[config.mk]
export PLATFORM = sky130hd
export DESIGN_NAME = sro_ordering
export DESIGN_NICKNAME = d
export VERILOG_FILES = /design/src/rtl/sro_pkg.sv /design/src/rtl/sro_ordering.sv /design/src/rtl/sro_regmem.sv
export VERILOG_INCLUDE_DIRS = /design/src /design/src/rtl
export SDC_FILE = /design/constraint.sdc
export NUM_CORES = 2
export LEC_CHECK = 0
export BUFFER_PORTS_ARGS = -buffer_cell sky130_fd_sc_hd__buf_2
export CAP_MARGIN = 20
export CORE_MARGIN = 4
export CORE_UTILIZATION = 30
export CTS_CLUSTER_DIAMETER = 60
export DETAILED_ROUTE_END_ITERATION = 10
export PLACE_DENSITY = 0.44
export SYNTH_ARGS = -nofsm -noshare
export SYNTH_HDL_FRONTEND = slang
export SYNTH_SLANG_ARGS = --single-unit
export TNS_END_PERCENT = 1
[constraint.sdc]
create_clock -name mclk_i -period 95.3 [get_ports mclk_i]
set_input_delay 14.295 -clock mclk_i [delete_from_list [all_inputs] [get_ports mclk_i]]
set_output_delay 14.295 -clock mclk_i [all_outputs]
set_load 0.02 [all_outputs]
[src/rtl/sro_defs.svh]
`ifndef SRO_DEFS_SVH
`define SRO_DEFS_SVH

// number of control registers and their index width
`define SRO_NREG 8
`define SRO_AW 3
// register value width and coherence sequence width
`define SRO_DW 32
`define SRO_SW 16
// a stored entry is value and sequence side by side
`define SRO_EW 48
`define SRO_DATA_LSB 0
`define SRO_DATA_MSB 31
`define SRO_SEQ_LSB 32
`define SRO_SEQ_MSB 47
// value every register holds after reset
`define SRO_RST_VAL 32'h0000_0000
// the implicit reset write takes place zero in each coherence order
`define SRO_SEQ_RST 16'h0000
`define SRO_SEQ_FIRST 16'h0001
`define SRO_SEQ_ONE 16'h0001
`define SRO_SEQ_TWO 16'h0002

`endif

[src/rtl/sro_pkg.sv]
`include "sro_defs.svh"

package sro_pkg;

  typedef logic [`SRO_EW-1:0] sro_entry_type;

  // state of the ordering block, except the reset synchroniser and the direct register memory
  typedef struct packed {
    logic [`SRO_NREG-1:0] pend;
    sro_entry_type [`SRO_NREG-1:0] shadow;
    sro_entry_type [`SRO_NREG-1:0] staged;
    logic [`SRO_SW-1:0] seq;
    logic dir_rvalid;
    logic ind_rvalid;
    sro_entry_type ind_rd;
  } sro_state_type;

endpackage

[src/rtl/sro_ordering.sv]
`timescale 1ns/10ps
`include "sro_defs.svh"

// Function
// - each register keeps one write order over all writers, starting with reset value
// - a direct write never changes results of instructions issued before it
// - direct reads see earlier direct writes to the same register at once
// - accesses before a direct write are ordered before it and see old value
// - indirect reads after a context sync see direct writes made before it
// - without a context sync an indirect read may see old or new value
module sro_ordering (
  // clock and reset
  input wire logic mclk_i,
  input wire logic rstn_i,
  // direct accesses, one instruction per cycle in program order
  input wire logic dir_valid_i,
  input wire logic dir_write_i,
  input wire logic [`SRO_AW-1:0] dir_addr_i,
  input wire logic [`SRO_DW-1:0] dir_wdata_i,
  output logic dir_rvalid_o,
  output logic [`SRO_DW-1:0] dir_rdata_o,
  output logic [`SRO_SW-1:0] dir_rseq_o,
  // indirect accesses from hardware agents
  input wire logic ind_we_i,
  input wire logic [`SRO_AW-1:0] ind_waddr_i,
  input wire logic [`SRO_DW-1:0] ind_wdata_i,
  input wire logic ind_re_i,
  input wire logic [`SRO_AW-1:0] ind_raddr_i,
  output logic ind_rvalid_o,
  output logic [`SRO_DW-1:0] ind_rdata_o,
  output logic [`SRO_SW-1:0] ind_rseq_o,
  // synchronisation and order status
  input wire logic context_sync_event_i,
  output logic [`SRO_SW-1:0] write_seq_o
);

  logic rst_meta;
  logic rst_sync_n;
  sro_pkg::sro_state_type st;
  sro_pkg::sro_state_type next_st;
  sro_pkg::sro_entry_type mem_rd;
  logic dir_we;
  logic [`SRO_SW-1:0] dir_seq;
  logic [`SRO_SW-1:0] ind_seq;

  // direct access that asks for data back
  function automatic logic is_dir_read(input logic vld, input logic wr);
    return vld && !wr;
  endfunction

  always_ff @(posedge mclk_i or negedge rstn_i) begin
    if (!rstn_i) begin
      rst_meta <= 1'b0;
      rst_sync_n <= 1'b0;
    end else begin
      rst_meta <= 1'b1;
      rst_sync_n <= rst_meta;
    end
  end

  assign dir_we = dir_valid_i && dir_write_i;
  // single order
  // a direct write in the same cycle is placed before the indirect one
  assign dir_seq = st.seq;
  assign ind_seq = dir_we ? st.seq + `SRO_SEQ_ONE : st.seq;

  // in-order direct path
  // direct reads and writes share one in-order port, so a read sees the prior write
  sro_regmem sro_regmem_i (
    .clk_i(mclk_i),
    .rstn_i(rst_sync_n),
    .wa_en_i(dir_we),
    .wa_addr_i(dir_addr_i),
    .wa_data_i({dir_seq, dir_wdata_i}),
    .wb_en_i(ind_we_i),
    .wb_addr_i(ind_waddr_i),
    .wb_data_i({ind_seq, ind_wdata_i}),
    .re_i(is_dir_read(dir_valid_i, dir_write_i)),
    .raddr_i(dir_addr_i),
    .rdata_o(mem_rd)
  );

  always_comb begin
    next_st = st;
    next_st.dir_rvalid = is_dir_read(dir_valid_i, dir_write_i);
    next_st.ind_rvalid = ind_re_i;
    // old view served
    // indirect reads use the view before this cycle's writes
    if (ind_re_i) begin
      next_st.ind_rd = st.shadow[ind_raddr_i];
    end
    // publish at sync
    // writes seen before the sync event become visible to indirect readers
    if (context_sync_event_i) begin
      for (int i = 0; i < `SRO_NREG; i++) begin
        if (st.pend[i]) begin
          next_st.shadow[i] = st.staged[i];
        end
      end
      next_st.pend = '0;
    end
    // held until sync
    // a direct write counts after a sync in the same cycle, so it waits
    if (dir_we) begin
      next_st.staged[dir_addr_i] = {dir_seq, dir_wdata_i};
      next_st.pend[dir_addr_i] = 1'b1;
    end
    // later write wins
    // an indirect write is later in order, so it supersedes a pending direct one
    if (ind_we_i) begin
      next_st.shadow[ind_waddr_i] = {ind_seq, ind_wdata_i};
      next_st.pend[ind_waddr_i] = 1'b0;
    end
    if (dir_we && ind_we_i) begin
      next_st.seq = st.seq + `SRO_SEQ_TWO;
    end else if (dir_we || ind_we_i) begin
      next_st.seq = st.seq + `SRO_SEQ_ONE;
    end
  end

  always_ff @(posedge mclk_i or negedge rst_sync_n) begin
    if (!rst_sync_n) begin
      st.pend <= '0;
      st.shadow <= {`SRO_NREG{`SRO_SEQ_RST, `SRO_RST_VAL}};
      st.staged <= {`SRO_NREG{`SRO_SEQ_RST, `SRO_RST_VAL}};
      st.seq <= `SRO_SEQ_FIRST;
      st.dir_rvalid <= 1'b0;
      st.ind_rvalid <= 1'b0;
      st.ind_rd <= {`SRO_SEQ_RST, `SRO_RST_VAL};
    end else begin
      st <= next_st;
    end
  end

  assign dir_rvalid_o = st.dir_rvalid;
  assign dir_rdata_o = mem_rd[`SRO_DATA_MSB:`SRO_DATA_LSB];
  assign dir_rseq_o = mem_rd[`SRO_SEQ_MSB:`SRO_SEQ_LSB];
  assign ind_rvalid_o = st.ind_rvalid;
  assign ind_rdata_o = st.ind_rd[`SRO_DATA_MSB:`SRO_DATA_LSB];
  assign ind_rseq_o = st.ind_rd[`SRO_SEQ_MSB:`SRO_SEQ_LSB];
  assign write_seq_o = st.seq;

  AST_SEQ_STEP: assert property (
    @(posedge mclk_i) disable iff (!rst_sync_n)
    (dir_we && ind_we_i) |=> st.seq == $past(st.seq) + `SRO_SEQ_TWO)
    else $error("write order did not advance by two");

  AST_SEQ_HOLD: assert property (
    @(posedge mclk_i) disable iff (!rst_sync_n)
    (!dir_we && !ind_we_i) |=> $stable(st.seq))
    else $error("write order moved without a write");

  AST_DIR_RAW: assert property (
    @(posedge mclk_i) disable iff (!rst_sync_n)
    (dir_we && !(ind_we_i && ind_waddr_i == dir_addr_i))
    ##1 (dir_valid_i && !dir_write_i && dir_addr_i == $past(dir_addr_i))
    |=> dir_rvalid_o && dir_rdata_o == $past(dir_wdata_i, 2))
    else $error("direct read missed the earlier direct write");

  AST_FROM_READ: assert property (
    @(posedge mclk_i) disable iff (!rst_sync_n)
    (dir_valid_i && !dir_write_i)
    ##1 (dir_we && dir_addr_i == $past(dir_addr_i))
    |-> dir_rseq_o < dir_seq)
    else $error("earlier read saw a later write");

  AST_IND_BEFORE: assert property (
    @(posedge mclk_i) disable iff (!rst_sync_n)
    (dir_we && ind_re_i && ind_raddr_i == dir_addr_i)
    |=> ind_rvalid_o && ind_rseq_o != $past(dir_seq))
    else $error("indirect read affected by same cycle direct write");

  AST_SYNC_VIS: assert property (
    @(posedge mclk_i) disable iff (!rst_sync_n)
    (dir_we && !ind_we_i) ##1 (context_sync_event_i && !ind_we_i && !dir_we)
    ##1 (ind_re_i && ind_raddr_i == $past(dir_addr_i, 2) && !ind_we_i)
    |=> ind_rdata_o == $past(dir_wdata_i, 3))
    else $error("indirect read after sync missed the direct write");

  AST_NO_SYNC: assert property (
    @(posedge mclk_i) disable iff (!rst_sync_n)
    (dir_we && !(ind_we_i && ind_waddr_i == dir_addr_i)) |=> st.pend[$past(dir_addr_i)])
    else $error("direct write not held for a sync");

  AST_RF_ORDER: assert property (
    @(posedge mclk_i) disable iff (!rst_sync_n)
    (dir_rvalid_o || ind_rvalid_o)
    |-> (!dir_rvalid_o || dir_rseq_o < st.seq) && (!ind_rvalid_o || ind_rseq_o < st.seq))
    else $error("read took from a write not yet in the order");

  AST_SHADOW_HOLD: assert property (
    @(posedge mclk_i) disable iff (!rst_sync_n)
    (!context_sync_event_i && !ind_we_i) |=> $stable(st.shadow))
    else $error("indirect view changed without a sync or indirect write");

  AST_SEQ_ONE: assert property (
    @(posedge mclk_i) disable iff (!rst_sync_n)
    (dir_we != ind_we_i) |=> st.seq == $past(st.seq) + `SRO_SEQ_ONE)
    else $error("write order did not advance by one");

  AST_IND_RAW: assert property (
    @(posedge mclk_i) disable iff (!rst_sync_n)
    ind_we_i
    ##1 (ind_re_i && ind_raddr_i == $past(ind_waddr_i))
    |=> ind_rdata_o == $past(ind_wdata_i, 2))
    else $error("indirect read missed the earlier indirect write");

  AST_SAME_ADDR: assert property (
    @(posedge mclk_i) disable iff (!rst_sync_n)
    (dir_we && ind_we_i && ind_waddr_i == dir_addr_i)
    ##1 (dir_valid_i && !dir_write_i && dir_addr_i == $past(dir_addr_i))
    |=> dir_rdata_o == $past(ind_wdata_i, 2))
    else $error("later indirect write lost to same cycle direct write");

  AST_DIR_NO_ANS: assert property (
    @(posedge mclk_i) disable iff (!rst_sync_n)
    (dir_valid_i && dir_write_i) |=> !dir_rvalid_o)
    else $error("direct write gave a read answer");

  AST_IND_ANS: assert property (
    @(posedge mclk_i) disable iff (!rst_sync_n)
    ind_re_i |=> ind_rvalid_o)
    else $error("indirect read request got no answer");

endmodule

[src/rtl/sro_regmem.sv]
`timescale 1ns/10ps
`include "sro_defs.svh"

module sro_regmem (
  // clock and reset
  input wire logic clk_i,
  input wire logic rstn_i,
  // first write port
  input wire logic wa_en_i,
  input wire logic [`SRO_AW-1:0] wa_addr_i,
  input wire sro_pkg::sro_entry_type wa_data_i,
  // second write port, later in coherence order
  input wire logic wb_en_i,
  input wire logic [`SRO_AW-1:0] wb_addr_i,
  input wire sro_pkg::sro_entry_type wb_data_i,
  // registered read port
  input wire logic re_i,
  input wire logic [`SRO_AW-1:0] raddr_i,
  output sro_pkg::sro_entry_type rdata_o
);

  sro_pkg::sro_entry_type mem [`SRO_NREG];

  // port b overrides port a on a shared address, keeping the write order
  for (genvar i = 0; i < `SRO_NREG; i++) begin : g_word
    always_ff @(posedge clk_i or negedge rstn_i) begin
      if (!rstn_i) begin
        mem[i] <= {`SRO_SEQ_RST, `SRO_RST_VAL};
      end else if (wb_en_i && wb_addr_i == `SRO_AW'(i)) begin
        mem[i] <= wb_data_i;
      end else if (wa_en_i && wa_addr_i == `SRO_AW'(i)) begin
        mem[i] <= wa_data_i;
      end
    end
  end

  always_ff @(posedge clk_i or negedge rstn_i) begin
    if (!rstn_i) begin
      rdata_o <= {`SRO_SEQ_RST, `SRO_RST_VAL};
    end else if (re_i) begin
      rdata_o <= mem[raddr_i];
    end
  end

endmodule

Word-level counts from Yosys, hierarchy flattened
Index checks and enable logic that the tools add are counted.
{"block": "op_classes", "addsub": 2, "n_lt_le_gt_ge": 6, "n_eq_ne": 14, "muxes": 45, "bitwise_logic": 4, "reduce_logical": 34}
{"op": "$mux 48", "count": 29}
{"op": "$mux 392", "count": 2}
{"op": "$bwmux 384", "count": 2}
{"op": "$bmux 48 s3", "count": 2}
{"op": "$demux 48 s3", "count": 2}
{"op": "$mux 16", "count": 3}
{"op": "$eq 3x3->1 const B", "count": 8}
{"op": "$logic_and 1x1->1", "count": 21}
{"op": "$reduce_bool 2->1", "count": 9}
{"op": "$add 16x1->16 const B", "count": 1}
{"op": "$add 16x2->16 const B", "count": 1}
{"op": "$eq 3x2->1 const B", "count": 4}
{"op": "$lt 3x4->1 const B", "count": 3}
{"op": "$and 8x8->8", "count": 1}
{"op": "$mux 8", "count": 1}
{"op": "$not 8->8", "count": 1}
{"op": "$or 8x8->8", "count": 1}
{"op": "$demux 1 s3", "count": 2}
{"op": "$eq 3x1->1 const B", "count": 2}
{"op": "$ge 3x1->1 const B", "count": 2}
{"op": "$logic_not 3->1", "count": 2}
{"op": "$ge 4x4->1 const B", "count": 1}
{"op": "$not 3->4", "count": 1}
{"op": "$mux 1", "count": 2}
{"op": "2 further kinds", "count": 2}
{"block": "word_totals", "ff_bits": 1276, "inputBits": 80, "output_inout_bits": 114, "wordCells": 137}

Depth between registers and ports, before layout
{"block": "logic_depth", "word_depth": 8, "ltp_mapped": 9, "depth_no_buf": 7}

Hierarchy
Synthesis repeated with hierarchy kept, for this count alone.
{"block": "unflattened", "hier_cells": 5474, "hier_area_um2": 62053.3}
{"module": "sro_ordering", "instances": 1, "cells_per_inst": 3147, "area_per_inst_um2": 38846.0, "seq_area_each_um2": 21121.5}
{"module": "sro_regmem", "instances": 1, "cells_per_inst": 2327, "area_per_inst_um2": 23207.3, "seq_area_each_um2": 10810.4}

Worst setup path after synthesis
Ideal clock, no wire load.
{"block": "synth_path", "path_type": "input to register", "from": "input port dir_write_i", "to": "register st, in the netlist write_seq_o[14]", "setup_time_ns": 0.133, "t_arrival_ns": 16.089, "required_time_ns": 95.167, "setup_slack_ns": 79.078, "stages": 9, "n_path_buf": 2, "cell_sequence": "buf_2 > nand2_1 > clkbuf_1 > inv_1 > ha_1 > nand2b_1 > a2111oi_2 > nand4_1 > xnor2_1"}
{"block": "synth_between", "elab_chain_cells": 3, "word_cells_on_any_way": 5, "classes_between": "mux: 1; reduce/logical: 4"}
{"item": "from (decl)", "line": "sro_ordering.sv:17", "rtl": "input wire logic dir_write_i,"}
{"item": "$logic_and 1x1->1 (*)", "line": "sro_ordering.sv:61", "rtl": "assign dir_we = dir_valid_i && dir_write_i;"}
{"item": "$logic_and 1x1->1 or $logic_or 1x1->1 (tied branches)", "line": "sro_ordering.sv:114, sro_ordering.sv:116"}
{"item": "$mux 16 or $reduce_bool 2->1 (tied branches)"}
{"item": "to (signal assigned)", "line": "sro_ordering.sv:131", "rtl": "st <= next_st;"}
{"item": "to (decl)", "line": "sro_ordering.sv:39", "rtl": "sro_pkg::sro_state_type st;"}
Every way passes the cells marked *; elsewhere a longest branch is shown, timed or not.
A chain may end at the register's enable or synchronous reset.

Final worst setup path
{"block": "layout_path", "from": "input port dir_addr_i[1]", "to": "register sro_regmem_i.mem[274] in the netlist's numbering"}
{"block": "layout_between", "elab_chain_cells": 3}
{"item": "from (decl)", "line": "sro_ordering.sv:18", "rtl": "input wire logic [`SRO_AW-1:0] dir_addr_i,"}
{"item": "$eq 3x2->1", "line": "sro_regmem.sv:31", "rtl": "end else if (wa_en_i && wa_addr_i == `SRO_AW'(i)) begin"}
{"item": "$logic_and 1x1->1", "line": "sro_regmem.sv:31"}
{"item": "$reduce_bool 2->1 (no line)"}
{"item": "to (signal, indexed assignment)", "line": "sro_regmem.sv:28", "rtl": "mem[i] <= {`SRO_SEQ_RST, `SRO_RST_VAL};"}
{"item": "to (signal, indexed assignment)", "line": "sro_regmem.sv:30", "rtl": "mem[i] <= wb_data_i;"}
{"item": "to (signal, indexed assignment)", "line": "sro_regmem.sv:32", "rtl": "mem[i] <= wa_data_i;"}
{"item": "to (decl)", "line": "sro_regmem.sv:22", "rtl": "sro_pkg::sro_entry_type mem [`SRO_NREG];"}
Every way passes these cells.

==> results_dict.tcl <==
set metrics [dict create \
    tns_ns 0 \
    hold_class "flop to asynchronous set/reset pin" \
    htreeDepth 4 \
    fp.dieH_um 448 \
    cts_tree "yes" \
    fill_cells 19672 \
    synth-warning-count 0 \
    clk_latency_ns 0.80 \
    dpl.hpwl_mm 137 \
    clockPowerShare_pct 36.6 \
    internal_power_mw 1.13 \
    via_per_inst 5.48 \
    drt-initial-drc-count 4806 \
    clockBufferDepth 3 \
    p_sw_share_pct 30.2 \
    cts.sinks 1276 \
    maxSlewHeadroom_pct 16.0 \
    required_ns 95.98 \
    drive_above_1_share_pct 13.6 \
    yosys.cell_types.count 55 \
    grt_pass1_vias 46661 \
    grt_max_degree 157 \
    finClkSkew_ns 0.0307 \
    slew_viol_final 0 \
    synth_nets 6185 \
    ys_seq_area_share_pct 55.0 \
    ios 194 \
    nets 6051 \
    grt-ovfl-total 0 \
    start_kind "input pin" \
    initial_core_util_pct 30.2 \
    final_hold_viol_count 0 \
    status "completed" \
    num_vias 47258 \
    finalCritPeriodShare_pct 17.9 \
    path_clk_slew_ns 0.06 \
    core_area_um2 193000 \
    cts_buffers 152 \
    crit_fanout 33 \
    synth_area_um2 58100 \
    p_comb_share_pct 17.8 \
    die_w_um 448 \
    dp.cells 8338 \
    post_cts_buffers 0 \
    final_common_cell "nand2_1" \
    crit_path_end_kind "flop" \
    rsz0062_at_grt "no" \
    drcViolationCount 0 \
    ys_ff_latch 1276 \
    io_buffers 193 \
    syn_avg_cell_area_um2 9.52 \
    setup_viol 0 \
    p_per_area_nw_per_um2 24.5 \
    row_count 161 \
    period_needed_ns 17.10 \
    yosysTopAreaCell "dfrtp_1" \
    ys.flop_type "dfrtp_1" \
    avgRoutedWirePerCell_um 27.7 \
    antenna_found_initial 12 \
    final_cell_mix "nand2_1, dfrtp_1, a21oi_1, nor2_1, a31oi_1" \
    dr.pass1.iters 6 \
    dieArea_um2 201000 \
    wl_mm 239 \
    power_switching_mw 0.490 \
    synth-async-reset-ratio_pct 100 \
    detail-route-antenna-nets 0 \
    hold_ws_ns 0.262 \
    synth_area_leaders "dfrtp_1, nand2_1, mux4_2, a21oi_1, a31oi_1" \
    root_buffer "clkbuf_16" \
    instances_no_fill 8618 \
    fmax_mhz 58.5 \
    ctsResizeCount 0 \
    pwr-share-seq_pct 45.6 \
    postSynthCellCount 6101 \
    p_leak_nw 30.3 \
    criticalPathCategory "input pin to flop" \
    grt_use_total_pct 23.5 \
    holdBufCountCts 0 \
    cp.arrival_ns 17.77 \
    synth_edf_count 0 \
    ir_drop_v 0.0000146 \
    synthToLayoutAreaGrowth_pct 13.6 \
    maxCapViolCount 0 \
    yosysTopAreaCellShare_pct 54.9 \
    grt_pass1_wl_mm 345 \
    worst_pin_slew_ns 1.26 \
    gp_congestion 0.818 \
]
cells in the mapped netlist, types with 33 or more instances:
library cell	instances
a21oi_1	726
a221o_1	33
a22oi_1	48
a31oi_1	302
and3_1	85
buf_1	55
buf_2	88
buf_4	66
clkbuf_1	364
dfrtp_1	1275
mux2i_1	134
mux4_2	192
nand2_1	1997
nor2_1	407
o21ai_0	84
through the flow:
step                      total power [mW]  area (um2)  worst slack [ns]  util [%]
final                                 1.62       66000             78.20      34.2
after global routing                  1.70       65900             78.06      34.2
after CTS                             1.63       65900             78.22      34.2
after detailed placement              1.04       60900             77.38      31.6
after global placement                1.03       60800             77.40      31.6
after floorplan                      0.940       58100             57.10         -
state kept, by name (all words and copies together), names as in the netlist:
name and flops:
sro_regmem_i.rdata_o 48, ind_rvalid_o 1, ind_rseq_o 16, sro_regmem_i.mem 384
rst_meta 1, write_seq_o 16, st 776, dir_rvalid_o 1
ind_rdata_o 32, rst_sync_n 1
cell type report:
class	instances	area, um2	area share [%]
clock inverter	63	576	0.873
sequential	1276	31900	48.4
tap	2526	3160	4.79
multi-input combinational	4228	23900	36.2
antenna	6	15.0	0.0228
inverter	3	11.3	0.0171
clock buffer	210	4450	6.74
timing repair buffer	306	1930	2.93
critical path, cell delays in order:
cell     delay [ns]
buf_6          0.37
nand3_1        0.64
nor2_4         0.91
buf_4          0.81
nor2_1         0.25
a221o_1        0.41
kinds of logic (layout without fill, tap and decap cells):
kind of cell / after synthesis / after routing / share of synthesized area [%]
flip-flops: 1276 / 1276 / 55.0
buffers and inverters: 597 / 582 / 4.52
adder cells (fa/ha/maj): 4 / 4 / 0.0862
multiplexers: 336 / 336 / 9.95
other: 1 / 7 / 0.00646
AND/OR/NAND/NOR: 2622 / 2622 / 18.0
AO/OA/AOI/OAI: 1239 / 1239 / 12.1
XOR/XNOR: 26 / 26 / 0.392
path summary, 6_finish.rpt:
kind                          startpoint                       end  slack, ns  cells after the start
setup reg to reg              rst_sync_n     sro_regmem_i.mem[284]      91.19                      4
max in group asynchronous         rstn_i                rst_sync_n      81.89                      1
hold / removal                rst_sync_n  sro_regmem_i.rdata_o[22]       0.26                      0
min in group mclk_i             rst_meta                rst_sync_n       0.35                      0
hold reg to reg               rst_sync_n  sro_regmem_i.rdata_o[22]       0.26                      0
setup / recovery           dir_addr_i[1]     sro_regmem_i.mem[274]      78.20                      6
routing by layer:
| layer | vias to the layer above | wire, um | global-route usage (%) |
|---|---|---|---|
| met1 | 24572 | 102000 | 31.8 |
| met3 | 374 | 14200 | 3.42 |
| met2 | 1780 | 115000 | 39.2 |
| li1 | 20532 | - | - |
| met5 | - | 0 | 0 |
| met4 | 0 | 7750 | 7.40 |
power groups by stage:
stage	clock [mW]	sequential, mW	combinational (mW)
after CTS	0.604	0.737	0.291
after global routing	0.626	0.750	0.321
after global placement	0	0.745	0.286
after floorplan	0	0.735	0.205
final	0.593	0.738	0.289
after detailed placement	0	0.745	0.291
(Power assumes the default switching activity.)
